$ cat config.mk
export PLATFORM = sky130hd
export DESIGN_NAME = mie_top
export DESIGN_NICKNAME = d
export VERILOG_FILES = /design/src/pkg/mie_pkg.sv /design/src/rtl/mie_top.sv
export SDC_FILE = /design/constraint.sdc
export NUM_CORES = 1
export LEC_CHECK = 0
export ABC_AREA = 1
export ABC_CLOCK_PERIOD_IN_PS = 20900
export BUFFER_PORTS_ARGS = -buffer_cell sky130_fd_sc_hd__buf_2
export CORE_UTILIZATION = 65
export CTS_BUF_LIST = sky130_fd_sc_hd__clkbuf_8
export CTS_CLUSTER_SIZE = 40
export DETAILED_ROUTE_END_ITERATION = 7
export PLACE_DENSITY_LB_ADDON = 0.3
export SYNTH_ARGS = -nofsm -noshare
export SYNTH_HDL_FRONTEND = slang
export SYNTH_SLANG_ARGS = --single-unit
$ cat constraint.sdc
create_clock -name ref_clk -period 20.9 [get_ports ref_clk]
set_input_delay 2.09 -clock ref_clk [delete_from_list [all_inputs] [get_ports ref_clk]]
set_output_delay 2.09 -clock ref_clk [all_outputs]
set_load 0.05 [all_outputs]
$ cat src/pkg/mie_pkg.sv
package mie_pkg;
  // ----------------------------------------
  // register offsets
  // ----------------------------------------
  localparam logic [7:0] ADDR_MOT_STAT = 8'h09;
  localparam logic [7:0] ADDR_DATA_STAT = 8'h0a;
  localparam logic [7:0] ADDR_AXIS_INFO = 8'h0b;
  localparam logic [7:0] ADDR_MOT_EN = 8'h16;
  localparam logic [7:0] ADDR_DATA_EN = 8'h17;
  localparam logic [7:0] ADDR_MAP_ONE = 8'h19;
  localparam logic [7:0] ADDR_MAP_DATA = 8'h1a;
  localparam logic [7:0] ADDR_MAP_TWO = 8'h1b;
  localparam logic [7:0] ADDR_PIN_CFG = 8'h20;
  localparam logic [7:0] ADDR_LATCH = 8'h21;
  localparam logic [7:0] ADDR_PERSIST = 8'h27;
  localparam logic [7:0] ADDR_MOT_TH = 8'h28;
  localparam logic [7:0] ADDR_KNOCK_TIM = 8'h2a;
  localparam logic [7:0] ADDR_KNOCK_TH = 8'h2b;
  // ----------------------------------------
  // writable field masks and reset values
  // ----------------------------------------
  localparam logic [7:0] MASK_MOT_EN = 8'h37;
  localparam logic [7:0] MASK_DATA_EN = 8'h01;
  localparam logic [7:0] MASK_MAP = 8'h07;
  localparam logic [7:0] MASK_MAP_DATA = 8'h03;
  localparam logic [7:0] MASK_PIN_CFG = 8'h0f;
  localparam logic [7:0] MASK_LATCH = 8'h0f;
  localparam logic [7:0] MASK_PERSIST = 8'h03;
  localparam logic [7:0] MASK_KNOCK_TIM = 8'hc7;
  localparam logic [7:0] MASK_KNOCK_TH = 8'h1f;
  localparam logic [7:0] RST_ZERO = 8'h00;
  localparam logic [7:0] RST_PIN_CFG = 8'h05;
  localparam logic [7:0] RST_MOT_TH = 8'h14;
  localparam logic [7:0] RST_KNOCK_TIM = 8'h04;
  localparam logic [7:0] RST_KNOCK_TH = 8'h0a;
  // ----------------------------------------
  // field positions
  // ----------------------------------------
  localparam int B_SLOPE = 2;
  localparam int B_DTAP = 4;
  localparam int B_STAP = 5;
  localparam int B_RESET_INT = 7;
  localparam int B_SHOCK = 7;
  localparam int B_QUIET = 6;
  localparam logic [2:0] LATCHED_CODE = 3'h7;
  // ----------------------------------------
  // timing
  // ----------------------------------------
  localparam int CLK_PERIOD_NS = 25;
  localparam int TICK_NS = 500000;
  localparam int TICK_CYC = TICK_NS / CLK_PERIOD_NS;
  localparam int TICK_US = TICK_NS / 1000;
  localparam int GAP_NS = 50000;
  localparam int GAP_CYC = (GAP_NS + CLK_PERIOD_NS - 1) / CLK_PERIOD_NS;
  localparam int SHOCK0_US = 50000;
  localparam int SHOCK1_US = 75000;
  localparam int QUIET0_US = 30000;
  localparam int QUIET1_US = 20000;
  localparam int AUTOCLR_US = 12500;
  localparam int DTAP_US [8] = '{50000, 100000, 150000, 200000, 250000, 375000, 500000, 700000};
  localparam int TMR_W = 11;
  localparam logic [TMR_W-1:0] SHOCK0_TK = TMR_W'(SHOCK0_US / TICK_US);
  localparam logic [TMR_W-1:0] SHOCK1_TK = TMR_W'(SHOCK1_US / TICK_US);
  localparam logic [TMR_W-1:0] QUIET0_TK = TMR_W'(QUIET0_US / TICK_US);
  localparam logic [TMR_W-1:0] QUIET1_TK = TMR_W'(QUIET1_US / TICK_US);
  localparam logic [4:0] AUTOCLR_TK = 5'(AUTOCLR_US / TICK_US);
  localparam int ACC_W = 12;
  // ----------------------------------------
  // types
  // ----------------------------------------
  typedef struct packed {
    logic signed [ACC_W-1:0] z;
    logic signed [ACC_W-1:0] y;
    logic signed [ACC_W-1:0] x;
  } mie_acc_s;
  typedef enum logic [5:0] {
    TAP_IDLE = 6'h01,
    TAP_SHOCK = 6'h02,
    TAP_QUIET = 6'h04,
    TAP_WAIT = 6'h08,
    TAP_SHOCK2 = 6'h10,
    TAP_QUIET2 = 6'h20
  } mie_tap_e;
endpackage : mie_pkg

$ cat src/rtl/mie_top.sv
`timescale 1ns/100ps
// Contract
// - level bit: 1 active high, 0 active low
// - driver bit: 1 open-drain, 0 push-pull
// - new-data raised after fresh z sample
// - new-data clears at acquisition start, 50us low
// - new-data never latched
// - new-data enable bit and status bit
// - first new-data after wake-up delayed
// - slope is abs difference of successive samples
// - slope threshold step is four data lsb
// - raise and clear after N consecutive points
// - any enabled axis triggers, all clear
// - slope status, one-hot first axis bits
// - slope sign held until next trigger
// - tap event: slope over tap threshold
// - single/double tap enables and status bits
// - shock window ignores, quiet window cancels
// - single tap after shock+quiet, clears 12.5ms
// - double tap within window, clears 12.5ms
// - shock 50/75ms, quiet 30/20ms select
// - double-tap window table 50 to 700ms
// - pin is OR of mapped enabled interrupts
// - disabling clears its status bits
// - status sets only on new sample
// - latched mode cleared by reset bit
module mie_top
  import mie_pkg::*;
#(
  parameter int TICK_CYCLES = TICK_CYC,
  parameter int SETTLE_SAMPLES = 2
) (
  // clock and reset
  input wire logic ref_clk,
  input wire logic rst,
  // register port
  input wire logic regWrEn,
  input wire logic regRdEn,
  input wire logic [7:0] regAddr,
  input wire logic [7:0] regWrData,
  output logic [7:0] regRdData,
  // acceleration data path
  input wire logic sampleValid,
  input wire mie_acc_s sample,
  input wire logic acqStart,
  input wire logic wakeUp,
  // interrupt pins
  output logic irqPinOneOut,
  output logic irqPinOneOe,
  output logic irqPinTwoOut,
  output logic irqPinTwoOe
);
  // ----------------------------------------
  // functions
  // ----------------------------------------
  function automatic logic [ACC_W:0] absDiff(input logic [ACC_W:0] d);
    return d[ACC_W] ? {1'b0, ACC_W'(~d[ACC_W-1:0]) + ACC_W'(1)} : d;
  endfunction : absDiff
  function automatic logic [1:0] pinDrive(input logic act, input logic lvl, input logic od);
    return od ? {lvl, act} : {act ? lvl : ~lvl, 1'b1};
  endfunction : pinDrive
  function automatic logic [TMR_W-1:0] dtapTicks(input logic [2:0] c);
    return TMR_W'(DTAP_US[c] / TICK_US);
  endfunction : dtapTicks

  // ----------------------------------------
  // configuration registers
  // ----------------------------------------
  logic [7:0] motEn_q, dataEn_q, mapOne_q, mapTwo_q, mapData_q, pinCfg_q;
  logic [7:0] latch_q, persist_q, motTh_q, knockTim_q, knockTh_q;
  wire logic wrMotEn = regWrEn && regAddr == ADDR_MOT_EN;
  wire logic wrDataEn = regWrEn && regAddr == ADDR_DATA_EN;
  wire logic wrLatch = regWrEn && regAddr == ADDR_LATCH;
  wire logic latched = latch_q[2:0] == LATCHED_CODE;
  wire logic latchClr = wrLatch && regWrData[B_RESET_INT] && latched;
  always_ff @(posedge ref_clk) begin
    if (rst) begin
      motEn_q <= RST_ZERO;
      dataEn_q <= RST_ZERO;
      mapOne_q <= RST_ZERO;
      mapTwo_q <= RST_ZERO;
      mapData_q <= RST_ZERO;
      pinCfg_q <= RST_PIN_CFG;
      latch_q <= RST_ZERO;
      persist_q <= RST_ZERO;
      motTh_q <= RST_MOT_TH;
      knockTim_q <= RST_KNOCK_TIM;
      knockTh_q <= RST_KNOCK_TH;
    end else if (regWrEn) begin
      if (wrMotEn) motEn_q <= regWrData & MASK_MOT_EN;
      if (wrDataEn) dataEn_q <= regWrData & MASK_DATA_EN;
      if (regAddr == ADDR_MAP_ONE) mapOne_q <= regWrData & MASK_MAP;
      if (regAddr == ADDR_MAP_TWO) mapTwo_q <= regWrData & MASK_MAP;
      if (regAddr == ADDR_MAP_DATA) mapData_q <= regWrData & MASK_MAP_DATA;
      if (regAddr == ADDR_PIN_CFG) pinCfg_q <= regWrData & MASK_PIN_CFG;
      if (wrLatch) latch_q <= regWrData & MASK_LATCH;
      if (regAddr == ADDR_PERSIST) persist_q <= regWrData & MASK_PERSIST;
      if (regAddr == ADDR_MOT_TH) motTh_q <= regWrData;
      if (regAddr == ADDR_KNOCK_TIM) knockTim_q <= regWrData & MASK_KNOCK_TIM;
      if (regAddr == ADDR_KNOCK_TH) knockTh_q <= regWrData & MASK_KNOCK_TH;
    end
  end

  // ----------------------------------------
  // per-axis slope
  // ----------------------------------------
  mie_acc_s prev_q;
  logic havePrev_q;
  logic [2:0] slopeHit, tapHit, slopeNeg;
  wire logic [ACC_W:0] slopeLim = (ACC_W+1)'({motTh_q, 2'b00});
  wire logic [ACC_W:0] tapLim = (ACC_W+1)'({knockTh_q[4:0], 6'h00});
  for (genvar i = 0; i < 3; i++) begin : g_axis
    wire logic [ACC_W-1:0] cur = sample[i*ACC_W +: ACC_W];
    wire logic [ACC_W-1:0] prv = prev_q[i*ACC_W +: ACC_W];
    wire logic [ACC_W:0] diff = {cur[ACC_W-1], cur} - {prv[ACC_W-1], prv};
    wire logic [ACC_W:0] mag = absDiff(diff);
    assign slopeNeg[i] = diff[ACC_W];
    assign slopeHit[i] = motEn_q[i] && mag > slopeLim;
    assign tapHit[i] = mag > tapLim;
  end
  wire logic step = sampleValid && havePrev_q;
  always_ff @(posedge ref_clk) begin
    if (rst) begin
      prev_q <= '0;
      havePrev_q <= 1'b0;
    end else if (sampleValid) begin
      prev_q <= sample;
      havePrev_q <= 1'b1;
    end
  end

  // ----------------------------------------
  // slope engine
  // ----------------------------------------
  logic [2:0] overCnt_q, underCnt_q, slopeFirst_q;
  logic slopeSt_q, slopeSign_q;
  wire logic slopeOn = |motEn_q[2:0];
  wire logic anyOver = |slopeHit;
  wire logic [2:0] nReq = {1'b0, persist_q[1:0]} + 3'h1;
  wire logic [2:0] overNext = anyOver ? (overCnt_q >= nReq ? nReq : overCnt_q + 3'h1) : 3'h0;
  wire logic [2:0] underNext = anyOver ? 3'h0 : (underCnt_q >= nReq ? nReq : underCnt_q + 3'h1);
  wire logic slopeRaise = step && !slopeSt_q && overNext == nReq;
  wire logic slopeFall = step && !latched && underNext == nReq;
  wire logic [2:0] firstAxis = slopeHit[0] ? 3'h1 : (slopeHit[1] ? 3'h2 : 3'h4);
  wire logic firstNeg = slopeHit[0] ? slopeNeg[0] : (slopeHit[1] ? slopeNeg[1] : slopeNeg[2]);
  wire logic slopeSt_d = !slopeOn ? 1'b0 : (slopeRaise ? 1'b1 :
                         ((latchClr || slopeFall) ? 1'b0 : slopeSt_q));
  always_ff @(posedge ref_clk) begin
    if (rst) begin
      overCnt_q <= 3'h0;
      underCnt_q <= 3'h0;
      slopeSt_q <= 1'b0;
      slopeFirst_q <= 3'h0;
      slopeSign_q <= 1'b0;
    end else begin
      if (step) overCnt_q <= overNext;
      if (step) underCnt_q <= underNext;
      slopeSt_q <= slopeSt_d;
      if (slopeRaise && slopeOn) begin
        slopeFirst_q <= firstAxis;
        slopeSign_q <= firstNeg;
      end else if (!slopeSt_d) slopeFirst_q <= 3'h0;
    end
  end

  // ----------------------------------------
  // new-data engine
  // ----------------------------------------
  logic dataSt_q;
  logic [11:0] gapCnt_q;
  logic [3:0] settle_q;
  wire logic gapOk = gapCnt_q == 12'(GAP_CYC);
  wire logic dataSet = dataEn_q[0] && sampleValid && settle_q == 4'h0 && gapOk;
  wire logic dataSt_d = !dataEn_q[0] ? 1'b0 : (dataSet ? 1'b1 :
                        (acqStart ? 1'b0 : dataSt_q));
  always_ff @(posedge ref_clk) begin
    if (rst) begin
      dataSt_q <= 1'b0;
      gapCnt_q <= 12'(GAP_CYC);
      settle_q <= 4'h0;
    end else begin
      dataSt_q <= dataSt_d;
      gapCnt_q <= dataSt_q ? 12'h000 : (gapOk ? gapCnt_q : gapCnt_q + 12'h001);
      if (wakeUp) settle_q <= 4'(SETTLE_SAMPLES);
      else if (sampleValid && settle_q != 4'h0) settle_q <= settle_q - 4'h1;
    end
  end

  // ----------------------------------------
  // tick and tap engine
  // ----------------------------------------
  logic [15:0] tickCnt_q;
  logic [TMR_W-1:0] tapTmr_q;
  logic [4:0] sHold_q, dHold_q;
  logic sTapSt_q, dTapSt_q, candSign_q, tapSign_q;
  logic [2:0] candAxis_q, tapFirst_q;
  mie_tap_e tapState_q, tapState_d;
  wire logic tick = tickCnt_q == 16'(TICK_CYCLES - 1);
  wire logic sEn = motEn_q[B_STAP];
  wire logic dEn = motEn_q[B_DTAP];
  wire logic tapEvent = step && |tapHit;
  wire logic tmrDone = tapTmr_q == '0;
  wire logic [TMR_W-1:0] shockTk = knockTim_q[B_SHOCK] ? SHOCK1_TK : SHOCK0_TK;
  wire logic [TMR_W-1:0] quietTk = knockTim_q[B_QUIET] ? QUIET1_TK : QUIET0_TK;
  wire logic [TMR_W-1:0] durTk = dtapTicks(knockTim_q[2:0]);
  wire logic inQuiet = tapState_q == TAP_QUIET || tapState_q == TAP_QUIET2;
  wire logic quietEnd = step && inQuiet && tmrDone && !tapEvent;
  wire logic sRaise = quietEnd && tapState_q == TAP_QUIET && sEn;
  wire logic dRaise = quietEnd && tapState_q == TAP_QUIET2 && dEn;
  wire logic sAuto = sampleValid && sHold_q == 5'h00 && !latched;
  wire logic dAuto = sampleValid && dHold_q == 5'h00 && !latched;
  wire logic sTapSt_d = !sEn ? 1'b0 : (sRaise ? 1'b1 :
                        ((latchClr || sAuto) ? 1'b0 : sTapSt_q));
  wire logic dTapSt_d = !dEn ? 1'b0 : (dRaise ? 1'b1 :
                        ((latchClr || dAuto) ? 1'b0 : dTapSt_q));
  wire logic tmrLoad = tapState_d != tapState_q;
  wire logic [TMR_W-1:0] tmrLoadVal = (tapState_d == TAP_QUIET || tapState_d == TAP_QUIET2) ?
                                      quietTk : (tapState_d == TAP_WAIT ? durTk : shockTk);
  always_comb begin
    tapState_d = tapState_q;
    if (!(sEn || dEn)) tapState_d = TAP_IDLE;
    else if (step) begin
      case (tapState_q)
        TAP_IDLE: if (tapEvent) tapState_d = TAP_SHOCK;
        TAP_SHOCK: if (tmrDone) tapState_d = TAP_QUIET;
        TAP_QUIET: begin
          if (tapEvent) tapState_d = TAP_IDLE;
          else if (tmrDone) tapState_d = dEn ? TAP_WAIT : TAP_IDLE;
        end
        TAP_WAIT: begin
          if (tapEvent) tapState_d = TAP_SHOCK2;
          else if (tmrDone) tapState_d = TAP_IDLE;
        end
        TAP_SHOCK2: if (tmrDone) tapState_d = TAP_QUIET2;
        TAP_QUIET2: if (tapEvent || tmrDone) tapState_d = TAP_IDLE;
        default: tapState_d = TAP_IDLE;
      endcase
    end
  end
  always_ff @(posedge ref_clk) begin
    if (rst) begin
      tickCnt_q <= 16'h0000;
      tapState_q <= TAP_IDLE;
      tapTmr_q <= '0;
    end else begin
      tickCnt_q <= tick ? 16'h0000 : tickCnt_q + 16'h0001;
      tapState_q <= tapState_d;
      if (tmrLoad) tapTmr_q <= tmrLoadVal;
      else if (tick && !tmrDone) tapTmr_q <= tapTmr_q - TMR_W'(1);
    end
  end
  always_ff @(posedge ref_clk) begin
    if (rst) begin
      sTapSt_q <= 1'b0;
      dTapSt_q <= 1'b0;
      sHold_q <= 5'h00;
      dHold_q <= 5'h00;
      candAxis_q <= 3'h0;
      candSign_q <= 1'b0;
      tapFirst_q <= 3'h0;
      tapSign_q <= 1'b0;
    end else begin
      sTapSt_q <= sTapSt_d;
      dTapSt_q <= dTapSt_d;
      if (sRaise) sHold_q <= AUTOCLR_TK;
      else if (tick && sHold_q != 5'h00) sHold_q <= sHold_q - 5'h01;
      if (dRaise) dHold_q <= AUTOCLR_TK;
      else if (tick && dHold_q != 5'h00) dHold_q <= dHold_q - 5'h01;
      if (tapState_q == TAP_IDLE && tapEvent) begin
        candAxis_q <= tapHit[0] ? 3'h1 : (tapHit[1] ? 3'h2 : 3'h4);
        candSign_q <= tapHit[0] ? slopeNeg[0] : (tapHit[1] ? slopeNeg[1] : slopeNeg[2]);
      end
      if (sRaise || dRaise) begin
        tapFirst_q <= candAxis_q;
        tapSign_q <= candSign_q;
      end else if (!sTapSt_d && !dTapSt_d) tapFirst_q <= 3'h0;
    end
  end

  // ----------------------------------------
  // pins and readback
  // ----------------------------------------
  wire logic actOne = (slopeSt_q & mapOne_q[0]) | (dTapSt_q & mapOne_q[1]) |
                      (sTapSt_q & mapOne_q[2]) | (dataSt_q & mapData_q[0]);
  wire logic actTwo = (slopeSt_q & mapTwo_q[0]) | (dTapSt_q & mapTwo_q[1]) |
                      (sTapSt_q & mapTwo_q[2]) | (dataSt_q & mapData_q[1]);
  wire logic [1:0] driveOne = pinDrive(actOne, pinCfg_q[0], pinCfg_q[1]);
  wire logic [1:0] driveTwo = pinDrive(actTwo, pinCfg_q[2], pinCfg_q[3]);
  wire logic [7:0] motStat = 8'(({2'b00, sTapSt_q, dTapSt_q, 1'b0, slopeSt_q, 2'b00}));
  wire logic [7:0] axisInfo = {tapSign_q, tapFirst_q, slopeSign_q, slopeFirst_q};
  wire logic [7:0] rdMux =
    regAddr == ADDR_MOT_STAT ? motStat :
    regAddr == ADDR_DATA_STAT ? {7'h00, dataSt_q} :
    regAddr == ADDR_AXIS_INFO ? axisInfo :
    regAddr == ADDR_MOT_EN ? motEn_q :
    regAddr == ADDR_DATA_EN ? dataEn_q :
    regAddr == ADDR_MAP_ONE ? mapOne_q :
    regAddr == ADDR_MAP_DATA ? mapData_q :
    regAddr == ADDR_MAP_TWO ? mapTwo_q :
    regAddr == ADDR_PIN_CFG ? pinCfg_q :
    regAddr == ADDR_LATCH ? latch_q :
    regAddr == ADDR_PERSIST ? persist_q :
    regAddr == ADDR_MOT_TH ? motTh_q :
    regAddr == ADDR_KNOCK_TIM ? knockTim_q :
    regAddr == ADDR_KNOCK_TH ? knockTh_q : 8'h00;
  always_ff @(posedge ref_clk) begin
    if (rst) begin
      regRdData <= 8'h00;
      irqPinOneOut <= 1'b0;
      irqPinOneOe <= 1'b0;
      irqPinTwoOut <= 1'b0;
      irqPinTwoOe <= 1'b0;
    end else begin
      if (regRdEn) regRdData <= rdMux;
      {irqPinOneOut, irqPinOneOe} <= driveOne;
      {irqPinTwoOut, irqPinTwoOe} <= driveTwo;
    end
  end

  logic [11:0] lowRun_q;
  always_ff @(posedge ref_clk) begin
    if (rst) lowRun_q <= 12'(GAP_CYC);
    else if (dataSt_q) lowRun_q <= 12'h000;
    else if (lowRun_q != 12'hfff) lowRun_q <= lowRun_q + 12'h001;
  end
endmodule : mie_top

# Word level (Yosys, flattened, before mapping)
# Memories as Yosys holds them, arrays and structs flattened.
# Cells that the tools add are included.
classes:
  add_sub_neg: 15
  div_mod_pow: 1
  n_lt_le_gt_ge: 9
  eq_ne: 31
  muxes: 76
  bitwise_logic: 21
  reduce_logical: 82
op_table:
  columns: ["operator", "count"]
  rows:
  - ["$mux W8", 14]
  - ["$mux W11", 6]
  - ["$mux W32", 2]
  - ["$mux W6", 10]
  - ["$add A12 B1 Y12 const B", 4]
  - ["$eq A8 B6 Y1 const B", 6]
  - ["$eq A8 B5 Y1 const B", 5]
  - ["$sub A12 B12 Y13", 3]
  - ["$gt A12 B10 Y1", 3]
  - ["$gt A12 B11 Y1", 3]
  - ["$mux W12", 3]
  - ["$mux W3", 12]
  - ["$not A12 Y12", 3]
  - ["$pmux W6 S6", 1]
  - ["$logic_and A1 B1 Y1", 35]
  - ["$div A32 B10 Y32 const B", 1]
  - ["$mux W5", 6]
  - ["$eq A8 B4 Y1 const B", 3]
  - ["$reduce_and A2 Y1", 11]
  - ["$mux W1", 17]
  - ["$add A16 B1 Y16 const B", 1]
  - ["$eq A16 B15 Y1 const B", 1]
  - ["$eq A12 B11 Y1 const B", 1]
  - ["$eq A6 B3 Y1 const B", 2]
  - ["other kinds (33)", 82]
totals:
  ff_bits: 172
  romBits: 256
  output_inout_bits: 12
  memories: 1
memory_table:
  columns: ["name", "depth", "word_bits", "read_ports", "rd_clocked_by_memory_dff", "wr", "line", "rtl"]
  rows:
  - ["(name not given)", 8, 32, 1, 0, 0, "mie_top.sv:63", "return TMR_W'(DTAP_US[c] / TICK_US);"]

# Longest topological paths before layout
depth:
  depth_word: 17
  mapped_depth: 80
  ltp_nobuf: 76

# Worst setup path before layout
# Ideal clock, no wire load.
synth_path:
  kind: "register to register"
  startpoint: "register knockTim_q[1]"
  endpoint: "register tapTmr_q[0]"
  t_arrival_ps: 7728
  t_required_ps: 20830
  setup_slack_ps: 13102
  path_stages_with_launch: 67
  path_buffers: 7
  cell_sequence: "dfxtp_1 buf_4 inv_2 ha_1 nand3_2 nor2_4 nand3_2 buf_4 nand2_1 nand2_1 ha_1 inv_1 nand3_1 nand3_4 nand2_4 buf_6 nand3_1 nand3_2 (+31 left out) nand3_4 nand2_4 nand2_2 nand2_4 inv_2 a31oi_1 ha_1 inv_1 nor2_2 nand2_1 nor2_4 nor2_1 or2_2 o211ai_1 nor2_1 nand3_1 nand2_1 a21oi_1"
synth_via:
  elab_chain_cells: 8
synth_rtl:
  columns: ["item", "line", "rtl"]
  rows:
  - ["start: declaration", "mie_top.sv:70", "logic [7:0] latch_q, persist_q, motTh_q, knockTim_q, knockTh_q;"]
  - ["start signal: assignment", "mie_top.sv:99", "if (regAddr == ADDR_KNOCK_TIM) knockTim_q <= regWrData & MASK_KNOCK_TIM;"]
  - ["$not A3 Y4 (not written as such)", "mie_top.sv:63", null]
  - ["$mem_v2 Z8 W32", null, null]
  - ["$mux W32 (not written as such) (2 in a row)", "mie_top.sv:63", null]
  - ["$div A32 B10 Y32", "mie_top.sv:63", null]
  - ["$mux W11", "mie_top.sv:218", "quietTk : (tapState_d == TAP_WAIT ? durTk : shockTk);"]
  - ["$mux W11", "mie_top.sv:217", "wire logic [TMR_W-1:0] tmrLoadVal = (tapState_d == TAP_QUIET || tapState_d == TAP_QUIET2) ?"]
  - ["$mux W11", "mie_top.sv:248", "if (tmrLoad) tapTmr_q <= tmrLoadVal;"]
  - ["end signal: assignment", "mie_top.sv:248", null]
  - ["end signal: assignment", "mie_top.sv:249", "else if (tick && !tmrDone) tapTmr_q <= tapTmr_q - TMR_W'(1);"]
  - ["end: declaration", "mie_top.sv:193", "logic [TMR_W-1:0] tapTmr_q;"]
# No other way between the ends. The select of a mux whose other input is x is not followed.
# A chain may end at the register's enable or synchronous reset.

# Final worst setup path
# Same ends and word-level chain as after synthesis.

==> results_dict.tcl <==
set metrics [dict create \
    status "finished clean" \
    drive_gt1_share_pct 9.94 \
    drc 0 \
    worstPathArrival_ns 10.66 \
    wl_um 44900 \
    io_pins 71 \
    dieArea_um2 25700 \
    synth_seq_cells 172 \
    maxCapViolCount 0 \
    cpPeakStageDelay_ns 0.75 \
    grt_antenna_before_repair 2 \
    grt_usage_pct 35.0 \
    cts_setup_buffers 0 \
    hold_violations 0 \
    layout_setup_ws_ns 10.62 \
    hpwl_um 35000 \
    fp.dieW_um 160 \
    drtIter0Drc 1448 \
    worstSkewPairLatency_ns 0.49 \
    synth_flop_cell "dfxtp_1" \
    grt_pass1_vias 16300 \
    placed_area_um2 16700 \
    start_util_pct 66.5 \
    startpoint_type "register" \
    worstPathRequired_ns 21.28 \
    cp_max_fo 19 \
    crit_path_end_kind "register" \
    ys_async_sr_fraction_pct 0 \
    cts_tree "yes" \
    htreeDepth 4 \
    synth_area_um2 16300 \
    globalplace.congestion 0.982 \
    ctsHoldBuffers 0 \
    rsz0062_at_grt "no" \
    syn_area_per_cell_um2 6.26 \
    fp-row-count 57 \
    leakage_uw 0.00838 \
    min_period_over_period_pct 49.2 \
    grt_max_degree 99 \
    fmax_mhz 97.3 \
    max-clock-path-buffers 2 \
    clk_pin_slew_ns 0.11 \
    area_growth_syn_to_layout_pct 5.46 \
    crit_slowest_cell "dfxtp_1" \
    fin_area_um2 17200 \
    tightest_slew_ns 1.06 \
    irDropWorstVdd_v 0.0000455 \
    synthDistinctLibCells 64 \
    fin_tns_setup_ns 0 \
    final_nets 2811 \
    grt_pass1_wl_um 75100 \
    synthMuxAreaShare_pct 0.0615 \
    drtPass1Iterations 6 \
    synth_warnings 0 \
    port_buffers 70 \
    nFillCells 2140 \
    dp_slack_ns 10.87 \
    ant_nets 0 \
    synth_cells 2599 \
    min_period_ns 10.28 \
    synth-xor-area-share_pct 5.22 \
    wl_per_cell_um 15.1 \
    slew_violations 0 \
    core_region_area_um2 24500 \
    die_h_um 160 \
    cts_resized 0 \
    synth_fp_nets 2776 \
    p_per_area_nw_per_um2 59.9 \
    root_buffer "clkbuf_8" \
    critPathKind "register to register" \
    drt-vias-per-instance 5.78 \
    fin_util_pct 70.2 \
    path_common_cell "nand2_1" \
    hp-class "register to register" \
    relSlewSlack_pct 29.2 \
    synth-compound-area-share_pct 18.0 \
    synth_top_family_by_area "simple AND/OR/NAND/NOR gates" \
    synthAdderAreaFrac_pct 9.21 \
    synthSimpleGateAreaFrac_pct 34.7 \
    clock-sinks 172 \
    clock_skew_ns 0.0220 \
    synth_edf_count 0 \
    gr-total-overflow 0 \
    cts_buffers 17 \
    num_vias 17200 \
    finalSetupViolCount 0 \
    seq_area_frac_synth_pct 21.2 \
]
worst paths after layout:
check | depth (start not counted) | startpoint | end | slack, ns
setup reg to reg | 64 | knockTim_q[1] | tapTmr_q[0] | 10.62
hold reg to reg | 1 | pinCfg_q[3] | irqPinTwoOe | 0.43
hold / removal | 1 | pinCfg_q[3] | irqPinTwoOe | 0.43
setup / recovery | 64 | knockTim_q[1] | tapTmr_q[0] | 10.62
logic make-up (layout without fill, tap and decap cells):
kind of cell               count (synthesis)  in the layout
DFF                                      172            172
buffers and inverters                    476            524
AOI/OAI and AO/OA                        520            520
adders and majority gates                118            118
and+or+nand+nor                         1215           1215
xor gates and xnor gates                  97             97
muxes                                      1              1
other                                      0              2
critical path: cells and delay by family, from the launching register on:
family	cells	cell delay (ns)
AND/OR/NAND/NOR	49	7.09
buffers and inverters	8	0.80
flip-flops	1	0.75
AO/OA/AOI/OAI	4	0.68
adder cells (fa/ha/maj)	3	0.82
synth_stat cells (all sizes together) (2+ instances only):
cell type	n	area share (%)
a211oi	10	0.46
a21o	3	0.14
a21oi	214	6.6
a221oi	7	0.38
a31oi	14	0.54
a41oi	2	0.11
and2	3	0.12
buf	19	1.1
clkbuf	38	0.88
clkinv	3	0.069
dfxtp	172	21
fa	3	0.37
ha	115	8.8
inv	416	9.6
nand2	584	15
nand3	211	7.3
nand3b	10	0.46
nand4	56	2.3
nor2	280	7.5
nor3	43	1.4
nor3b	4	0.18
nor4	15	0.58
o2111ai	8	0.43
o211ai	26	1.2
o21a	6	0.28
o21ai	188	5.8
o21bai	15	0.78
o22ai	13	0.50
o31ai	5	0.23
or2	8	0.31
xnor2	19	1.0
xor2	78	4.2
metal layers:
layer  GRT usage, %  vias up  part of all wire (%)
met5              0        -                 0.022
met4           15.9        2                   4.3
met3           4.99      154                   5.9
met2           62.6      605                    48
met1           41.3     7781                    42
li1               -     8646                     -
power by group:
| part | total, uW | switching, uW | internal [uW] |
|---|---|---|---|
| registers | 342 | 5.09 | 337 |
| logic | 439 | 285 | 154 |
| clock network | 246 | 153 | 93.3 |
| total | 1030 | 443 | 585 |
layout make-up:
cell class | instances | area, um2 | area share [%]
antenna | 2 | 5.00 | 0.0292
clock buffer | 17 | 234 | 1.36
clock inverter | 15 | 186 | 1.09
inverter | 419 | 1580 | 9.18
multi-input combinational | 1951 | 10900 | 63.8
sequential | 172 | 3440 | 20.1
tap | 324 | 405 | 2.36
timing repair buffer | 73 | 373 | 2.17
sequential cells by signal (all words and copies together) (netlist names), 4 cells and up:
name and cells:
g_axis.prv 36, tickCnt_q 16, gapCnt_q 12, tapTmr_q 11, motTh_q 8, regRdData 8
tapState_q 6, dHold_q 5, knockTh_q 5, knockTim_q 5, motEn_q 5, sHold_q 5
latch_q 4, pinCfg_q 4, settle_q 4
cells in the final DEF (no fill, tap or decap), types with 15 or more instances in the layout:
master	count
nor4_1	15
o21ai_0	175
ha_1	115
nand3_1	193
a21oi_1	211
inv_2	32
nand4_1	53
dfxtp_1	172
clkbuf_8	17
nand2_2	49
inv_1	383
xnor2_1	19
xor2_1	78
nand2_1	526
nor2_1	251
nor3_1	42
o211ai_1	26
buf_2	70
metrics by stage:
step                      cells  power, uW  hold WS [ns]
after global placement     2939        762         0.423
final                      2973       1030         0.432
after floorplan            2599        694         0.412
after detailed placement   2939        776         0.426
after global routing       2972       1100         0.457
after CTS                  2971       1020         0.435
Note: power is estimated with default switching activity, not from simulation.
